### src/verilog/ring_pkg.sv
package ring_pkg;

    // ****************************************************************
    // register map (word index, byte address is four times the index)
    // ****************************************************************
    localparam int ADR_W = 8;
    localparam int IDX_W = 6;
    localparam logic [IDX_W-1:0] IDX_CTRL_A = 6'h16;
    localparam logic [IDX_W-1:0] IDX_CTRL_B = 6'h17;
    localparam logic [IDX_W-1:0] IDX_CTRL_C = 6'h18;
    localparam logic [IDX_W-1:0] IDX_STATUS = 6'h19;

    localparam logic [7:0] RST_CTRL_A = 8'h96;
    localparam logic [7:0] RST_CTRL_B = 8'h2d;
    localparam logic [7:0] RST_CTRL_C = 8'h19;

    // ****************************************************************
    // field layouts
    // ****************************************************************
    typedef struct packed {
        logic [1:0] delay_lo;
        logic [5:0] max_ring_freq_limit;
    } ctrl_a_t;

    typedef struct packed {
        logic delay_hi;
        logic [3:0] spare;
        logic [2:0] ring_confirm_interval;
    } ctrl_b_t;

    typedef struct packed {
        logic ring_validation_enable;
        logic spare;
        logic [5:0] assert_time;
    } ctrl_c_t;

    typedef struct packed {
        logic [4:0] spare;
        logic too_low;
        logic too_high;
        logic ring_valid;
    } status_t;

    typedef enum logic [1:0] {ST_IDLE, ST_QUALIFY, ST_DELAY, ST_VALID} state_t;

    // ****************************************************************
    // timing
    // ****************************************************************
    localparam int CLK_MHZ = 50;
    localparam int TICK_STEP_US = 2000;
    localparam int TICK_CYCLES = TICK_STEP_US * CLK_MHZ;
    localparam int DELAY_STEP_MS = 256;
    localparam int DELAY_STEP_TICKS = DELAY_STEP_MS * 1000 / TICK_STEP_US;
    localparam int PHASE_W = 10;
    localparam int CONFIRM_MS [8] = '{100, 150, 200, 256, 384, 512, 640, 1024};

    function automatic logic [PHASE_W-1:0] confirm_ticks(input logic [2:0] code);
        confirm_ticks = PHASE_W'(CONFIRM_MS[code] * 1000 / TICK_STEP_US);
    endfunction

    function automatic logic [PHASE_W-1:0] delay_ticks(input logic [2:0] code);
        delay_ticks = PHASE_W'(int'(code) * DELAY_STEP_TICKS);
    endfunction

endpackage

### src/verilog/ring_tick_gen.sv
`timescale 1ns/1ps
module ring_tick_gen #(
    parameter int DIV = 100000
) (
    input wire logic clk_i,
    input wire logic rst_i,
    input wire logic run_i,
    output logic tick_o
);
    localparam int CNT_W = $clog2(DIV);

    logic [CNT_W-1:0] cnt_q;
    logic tick_q;

    generate
        // a two-cycle tick would leave only one idle cycle between pulses
        if (DIV < 3) begin : g_bad_div
            $error("tick divider must be at least 3");
        end
    endgenerate

    // common timebase for every timer
    always_ff @(posedge clk_i) begin
        if (rst_i || !run_i) begin
            cnt_q <= '0;
            tick_q <= 1'b0;
        end else if (cnt_q == CNT_W'(DIV - 1)) begin
            cnt_q <= '0;
            tick_q <= 1'b1;
        end else begin
            cnt_q <= cnt_q + CNT_W'(1);
            tick_q <= 1'b0;
        end
    end

    assign tick_o = tick_q;

endmodule

### src/verilog/ring_frequency_validator.sv
`timescale 1ns/1ps
// Contract
// - control word: bits 7:6 low delay bits, 5:0 frequency limit, reset 10010110.
// - after validation wait 0, 256, 512 ... 1792 ms by three-bit delay code.
// - countdown timer loads assertion value on each line event, decrements steadily.
// - on next event, remaining count above limit rejects ring as too fast.
// - assertion value minus limit sets shortest event spacing in 2.0 ms steps.
// - limit sets highest accepted ring frequency within ten percent.
// - event after countdown reached zero rejects ring as too slow.
// - validation runs only while enable bit set, in normal and low-power mode.
// - ring valid only after meeting tolerances for whole confirmation interval.
module ring_frequency_validator #(
    parameter int TICK_DIV = ring_pkg::TICK_CYCLES
) (
    input wire logic clk_i,
    input wire logic rst_i,
    input wire logic wb_cyc_i,
    input wire logic wb_stb_i,
    input wire logic wb_we_i,
    input wire logic [ring_pkg::ADR_W-1:0] wb_adr_i,
    input wire logic [3:0] wb_sel_i,
    input wire logic [31:0] wb_dat_i,
    output logic [31:0] wb_dat_o,
    output logic wb_ack_o,
    input wire logic ring_event_i,
    output logic ring_valid_o
);
    // ****************************************************************
    // register bus
    // ****************************************************************
    ring_pkg::ctrl_a_t ctrl_a_q;
    ring_pkg::ctrl_b_t ctrl_b_q;
    ring_pkg::ctrl_c_t ctrl_c_q;
    ring_pkg::status_t status_q;
    ring_pkg::state_t state_q;
    logic ack_q;
    logic [31:0] dat_q;
    logic req;
    logic wr_lane0;
    logic [ring_pkg::IDX_W-1:0] idx;
    logic clr_high;
    logic clr_low;

    assign req = wb_cyc_i && wb_stb_i;
    assign idx = wb_adr_i[ring_pkg::ADR_W-1:2];
    // writes land on the acknowledged edge only
    assign wr_lane0 = req && ack_q && wb_we_i && wb_sel_i[0];

    always_ff @(posedge clk_i) begin
        if (rst_i) begin
            ack_q <= 1'b0;
        end else begin
            ack_q <= req && !ack_q;
        end
    end

    always_ff @(posedge clk_i) begin
        if (rst_i) begin
            dat_q <= '0;
        end else if (req && !ack_q) begin
            case (idx)
                ring_pkg::IDX_CTRL_A: dat_q <= {24'h000000, ctrl_a_q};
                ring_pkg::IDX_CTRL_B: dat_q <= {24'h000000, ctrl_b_q};
                ring_pkg::IDX_CTRL_C: dat_q <= {24'h000000, ctrl_c_q.ring_validation_enable,
                                                1'b0, ctrl_c_q.assert_time};
                ring_pkg::IDX_STATUS: dat_q <= {24'h000000, status_q};
                default: dat_q <= '0;
            endcase
        end
    end

    assign wb_ack_o = ack_q;
    assign wb_dat_o = dat_q;

    always_ff @(posedge clk_i) begin
        if (rst_i) begin
            ctrl_a_q <= ring_pkg::RST_CTRL_A;
        end else if (wr_lane0 && idx == ring_pkg::IDX_CTRL_A) begin
            ctrl_a_q <= wb_dat_i[7:0];
        end
    end

    always_ff @(posedge clk_i) begin
        if (rst_i) begin
            ctrl_b_q <= ring_pkg::RST_CTRL_B;
        end else if (wr_lane0 && idx == ring_pkg::IDX_CTRL_B) begin
            ctrl_b_q <= wb_dat_i[7:0];
        end
    end

    always_ff @(posedge clk_i) begin
        if (rst_i) begin
            ctrl_c_q <= ring_pkg::RST_CTRL_C;
        end else if (wr_lane0 && idx == ring_pkg::IDX_CTRL_C) begin
            ctrl_c_q <= wb_dat_i[7:0];
        end
    end

    assign clr_high = wr_lane0 && idx == ring_pkg::IDX_STATUS && wb_dat_i[1];
    assign clr_low = wr_lane0 && idx == ring_pkg::IDX_STATUS && wb_dat_i[2];

    // ****************************************************************
    // timebase and countdown
    // ****************************************************************
    logic en;
    logic tick;
    logic ev;
    logic [5:0] timer_q;
    logic [ring_pkg::PHASE_W-1:0] phase_q;
    logic [ring_pkg::PHASE_W-1:0] phase_nx;
    logic [ring_pkg::PHASE_W-1:0] conf_target;
    logic [ring_pkg::PHASE_W-1:0] dly_target;
    logic [2:0] dly_code;
    logic too_high;
    logic too_low;
    logic fault;
    logic conf_done;
    logic dly_done;

    // no mode input: low-power mode changes nothing here
    assign en = ctrl_c_q.ring_validation_enable;
    assign ev = en && ring_event_i;

    ring_tick_gen #(
        .DIV(TICK_DIV)
    ) u_tick (
        .clk_i(clk_i),
        .rst_i(rst_i),
        .run_i(en),
        .tick_o(tick)
    );

    always_ff @(posedge clk_i) begin
        if (rst_i || !en) begin
            timer_q <= '0;
        end else if (ev) begin
            timer_q <= ctrl_c_q.assert_time;
        end else if (tick && timer_q != '0) begin
            timer_q <= timer_q - 6'h01;
        end
    end

    // remaining count tells how soon the event came
    assign too_high = ev && state_q != ring_pkg::ST_IDLE
                      && timer_q > ctrl_a_q.max_ring_freq_limit;
    assign too_low = ev && state_q != ring_pkg::ST_IDLE && timer_q == '0;
    assign fault = too_high || too_low;

    assign dly_code = {ctrl_b_q.delay_hi, ctrl_a_q.delay_lo};
    assign conf_target = ring_pkg::confirm_ticks(ctrl_b_q.ring_confirm_interval);
    assign dly_target = ring_pkg::delay_ticks(dly_code);
    assign phase_nx = phase_q + ring_pkg::PHASE_W'(1);
    assign conf_done = state_q == ring_pkg::ST_QUALIFY && tick && phase_nx == conf_target;
    assign dly_done = state_q == ring_pkg::ST_DELAY && tick && phase_nx == dly_target;

    // ****************************************************************
    // qualification sequence
    // ****************************************************************
    always_ff @(posedge clk_i) begin
        if (rst_i || !en) begin
            state_q <= ring_pkg::ST_IDLE;
        end else begin
            case (state_q)
                ring_pkg::ST_IDLE: begin
                    if (ev) begin
                        state_q <= ring_pkg::ST_QUALIFY;
                    end
                end
                ring_pkg::ST_QUALIFY: begin
                    if (!fault && conf_done) begin
                        state_q <= (dly_code == 3'h0) ? ring_pkg::ST_VALID : ring_pkg::ST_DELAY;
                    end
                end
                ring_pkg::ST_DELAY: begin
                    if (fault) begin
                        state_q <= ring_pkg::ST_QUALIFY;
                    end else if (dly_done) begin
                        state_q <= ring_pkg::ST_VALID;
                    end
                end
                ring_pkg::ST_VALID: begin
                    // no ring-end timeout here, only a bad event, a cleared enable bit or reset exits
                    if (fault) begin
                        state_q <= ring_pkg::ST_QUALIFY;
                    end
                end
                default: state_q <= ring_pkg::ST_IDLE;
            endcase
        end
    end

    // a rejected event restarts the interval from that event
    always_ff @(posedge clk_i) begin
        if (rst_i || !en || fault || state_q == ring_pkg::ST_IDLE
            || conf_done || dly_done) begin
            phase_q <= '0;
        end else if (tick) begin
            phase_q <= phase_nx;
        end
    end

    // set wins over a same-cycle clear
    always_ff @(posedge clk_i) begin
        if (rst_i) begin
            status_q <= '0;
        end else begin
            status_q.ring_valid <= en && state_q == ring_pkg::ST_VALID && !fault;
            status_q.too_high <= too_high || (status_q.too_high && !clr_high);
            status_q.too_low <= too_low || (status_q.too_low && !clr_low);
        end
    end

    assign ring_valid_o = status_q.ring_valid;
endmodule

### config.mk
export PLATFORM = sky130hd
export DESIGN_NAME = ring_frequency_validator
export DESIGN_NICKNAME = d
export VERILOG_FILES = /design/src/verilog/ring_pkg.sv /design/src/verilog/ring_tick_gen.sv /design/src/verilog/ring_frequency_validator.sv
export SDC_FILE = /design/constraint.sdc
export NUM_CORES = 1
export LEC_CHECK = 0
export BUFFER_PORTS_ARGS = -buffer_cell sky130_fd_sc_hd__buf_2
export CORE_MARGIN = 2
export CORE_UTILIZATION = 55
export CTS_CLUSTER_DIAMETER = 150
export DETAILED_ROUTE_END_ITERATION = 8
export PLACE_DENSITY = 0.77
export REMOVE_ABC_BUFFERS = 1
export SLEW_MARGIN = 40
export SYNTH_ARGS = -nofsm -noshare
export SYNTH_HDL_FRONTEND = slang
export SYNTH_SLANG_ARGS = --single-unit
export TNS_END_PERCENT = 20
### constraint.sdc
create_clock -name clk_i -period 36.5 [get_ports clk_i]
set_input_delay 10.95 -clock clk_i [delete_from_list [all_inputs] [get_ports clk_i]]
set_output_delay 10.95 -clock clk_i [all_outputs]
set_load 0.03 [all_outputs]
==> results.yml <==
status:
  outcome: "complete, no violations"
timing:
  slew_violations: 0
  min_period_over_period_pct: 52.97
  achievable-frequency_mhz: 51.73
  min_period_ns: 19.33
  rsz0062_at_grt: "no"
  fin_skew_ns: 0.005078
  fin_tns_setup_ns: 0
  hold_viol: 0
  timing.hold.ws_ns: 0.4692
  finalSetupViolCount: 0
  slew_headroom_pct: 42.83
  tightest_slew_ns: 0.8538
pwr:
  powerDensity_nw_per_um2: 17.45
  peakVddDrop_uv: 34.21
  leakage_nw: 4.445
synth:
  synth.top_cell.area_share_pct: 13.80
  synth-xor-area-share_pct: 7.533
  synth_compound_area_share_pct: 27.36
  syn_area_um2: 10300
  synth.avg_cell_area_um2: 7.549
  synth_edf_count: 0
  synth_top_family_by_area: "simple AND/OR/NAND/NOR gates"
  seq_area_frac_synth_pct: 13.80
  synth_fa_ha_area_share_pct: 11.81
  async_flop_share_pct: 0
  synth.area.top_cells: "dfxtp_1 (14%), ha_1 (7.5%), nor2_1 (5.6%), xnor2_1 (4.5%), nand2_1 (4.4%)"
  synth_mux_area_share_pct: 4.642
  synth_cell_type_count: 121
  ys_ff_latch: 71
  synth_simple_gate_area_share_pct: 28.03
  synth_top_area_cell: "dfxtp_1"
  netlist_instances: 1364
  yosysWarnings: 0
  synth_top_flop_cell: "dfxtp_1"
die:
  dieArea_um2: 19830
  die_x_um: 140.8
  row_count: 50
  start_util_pct: 55.61
  die_h_um: 140.8
  coreArea_um2: 18520
  ioPinCount: 84
global_routing:
  grt_use_total_pct: 27.18
  grt_max_degree: 37
  grt_pass1_wl_um: 45520
  antenna_found_initial: 0
  grt_pass1_vias: 9485
  overflow: 0
clock_tree:
  cts_buffer_depth: 2
  cts_buffers: 9
  cts_tree: "built"
  cts_root_buffer: "clkbuf_16"
  cts_hold_buf: 0
  cts_resized: 0
  cts_num_sinks: 71
  cts.clk_slew.worst_paths_ns: 0.06
  h-tree-depth: 3
  postCtsSetupBuffers: 0
  clock_latency_ns: 0.33
worst_setup_path:
  rr_startpoint: "ctrl_b_q[0]"
  r2r_slack_ns: 17.17
  rr_worst_depth: 66
  cpPeakStageDelay_ns: 0.73
  cp-end-kind: "flip-flop"
  crit_required_ns: 36.70
  slowest_stage: "dfxtp_1"
  arrival_ns: 19.53
  crit_start: "ctrl_b_q[0]"
  crit_end: "state_q[1]"
  path_class: "flip-flop to flip-flop"
  r2r-end: "state_q[1]"
  worstPathMaxFanout: 17
  startpoint_type: "flip-flop"
routing:
  drtIter0Drc: 859
  ant_nets: 0
  vias: 10270
  met2WireLength_um: 12710
  wire_per_inst_um: 17.25
  top_layer: "met4"
  drt-met1-wl_um: 12310
  drc: 0
  dr.pass1.iters: 5
  dr_wl_met3_um: 1834
  wl_um: 27510
  drt-vias-per-instance: 6.439
min_path:
  hp-start: "status_q[1]"
  min_path_type: "flip-flop to flip-flop"
layout:
  n_antenna_cell: 0
  post-route-util_pct: 58.23
  drive_above_1_share_pct: 10.73
  syn_to_final_growth_pct: 4.714
  nets: 1489
  nFillCells: 1718
place:
  port_buffers: 30
  dp_hpwl_um: 21030
  place_congestion: 0.9505
flow_run:
  maxCapViolCount: 0
sequential cells by signal (all words and copies together), names as in the netlist, 6 cells and up:
signal / cells
ctrl_b_q: 8
ctrl_a_q: 8
timer_q: 6
phase_q: 10
ctrl_c_q: 6
u_tick.cnt_q: 17
wb_dat_o: 8
final cells by class:
type                            instances  area (um^2)  share of cell area, %
Inverter                               69        259.0                  2.402
Sequential cell                        71         1421                  13.18
Tap cell                              234        292.8                  2.715
Multi-Input combinational cell       1167         8292                  76.90
Timing Repair Buffer                   38        207.7                  1.926
Clock buffer                           13        270.3                  2.506
Clock inverter                          3        40.04                 0.3713
critical path, delay by kind of cell, from the launching register on:
family | cells | cell delay (ns)
AOI/OAI and AO/OA | 24 | 8.28
and+or+nand+nor | 20 | 4.22
adders and majority gates | 10 | 3.52
muxes | 4 | 1.20
buffers and inverters | 7 | 1.03
DFF | 1 | 0.73
xor gates and xnor gates | 1 | 0.18
metrics by stage:
step	cell area, um^2	instances	setup slack [ns]	total power [mW]
2_1_floorplan	9945	1307	20.25	0.09505
3_3_place_gp	10450	1578	17.75	0.09988
3_5_place_dp	10460	1578	17.55	0.1004
4_1_cts	10770	1594	17.52	0.1893
5_1_grt	10780	1595	15.96	0.1948
6_report	10780	1595	17.17	0.1882
synthesized netlist by cell type, types with 13 or more instances:
master / n
a211o_1: 22
a211oi_1: 19
a21o_1: 13
a21oi_1: 67
a22oi_1: 17
and2_1: 20
and3_1: 26
buf_4: 25
clkbuf_1: 34
dfxtp_1: 71
fa_1: 21
ha_1: 62
inv_1: 66
mux2_2: 13
mux2i_1: 29
nand2_1: 121
nand2b_1: 15
nand3_1: 53
nand4_1: 22
nor2_1: 153
nor3_1: 34
nor4_1: 13
o21ai_0: 56
xnor2_1: 53
xor2_1: 30
cell usage in the layout, fill, tap and decap left out, drive strengths merged, types with 24 or more instances in the layout:
master	count
buf	37
nand2	121
dfxtp	71
xnor2	54
nor2	156
conb	24
and3	26
nor3	39
a21oi	71
inv	69
ha	62
xor2	32
o21ai	70
nand3	55
mux2i	32
kinds of logic after synthesis:
family	after synthesis
flops	71
mux	45
buf+inv	149
compound gates	370
xor+xnor	86
other cells	1
simple gates	557
fa+ha+maj	85
routing by layer:
layer	GRT usage, %	vias to the layer above
met5	0	-
met4	8.947	0
met3	2.819	59
met2	45.34	423
met1	36.94	4814
li1	-	4974
power by group:
part | total, mW | internal (mW) | leakage, nW | switching [mW]
Clock | 0.0891 | 0.0582 | 0.156 | 0.0309
Combinational | 0.0214 | 0.00696 | 3.72 | 0.0144
Sequential | 0.0776 | 0.0776 | 0.572 | 0.0000458
Total | 0.188 | 0.143 | 4.45 | 0.0454
worst min-delay path by stage:
stage | slack, ns | depth (start not counted) | end
2_1_floorplan | 0.43 | 2 | status_q[1]
3_3_place_gp | 0.44 | 2 | status_q[2]
3_5_place_dp | 0.45 | 2 | status_q[1]
4_1_cts | 0.46 | 2 | status_q[1]
5_1_grt | 0.49 | 1 | ctrl_a_q[1]
6_report | 0.47 | 2 | status_q[1]
Power figures use the tool's default switching activity.
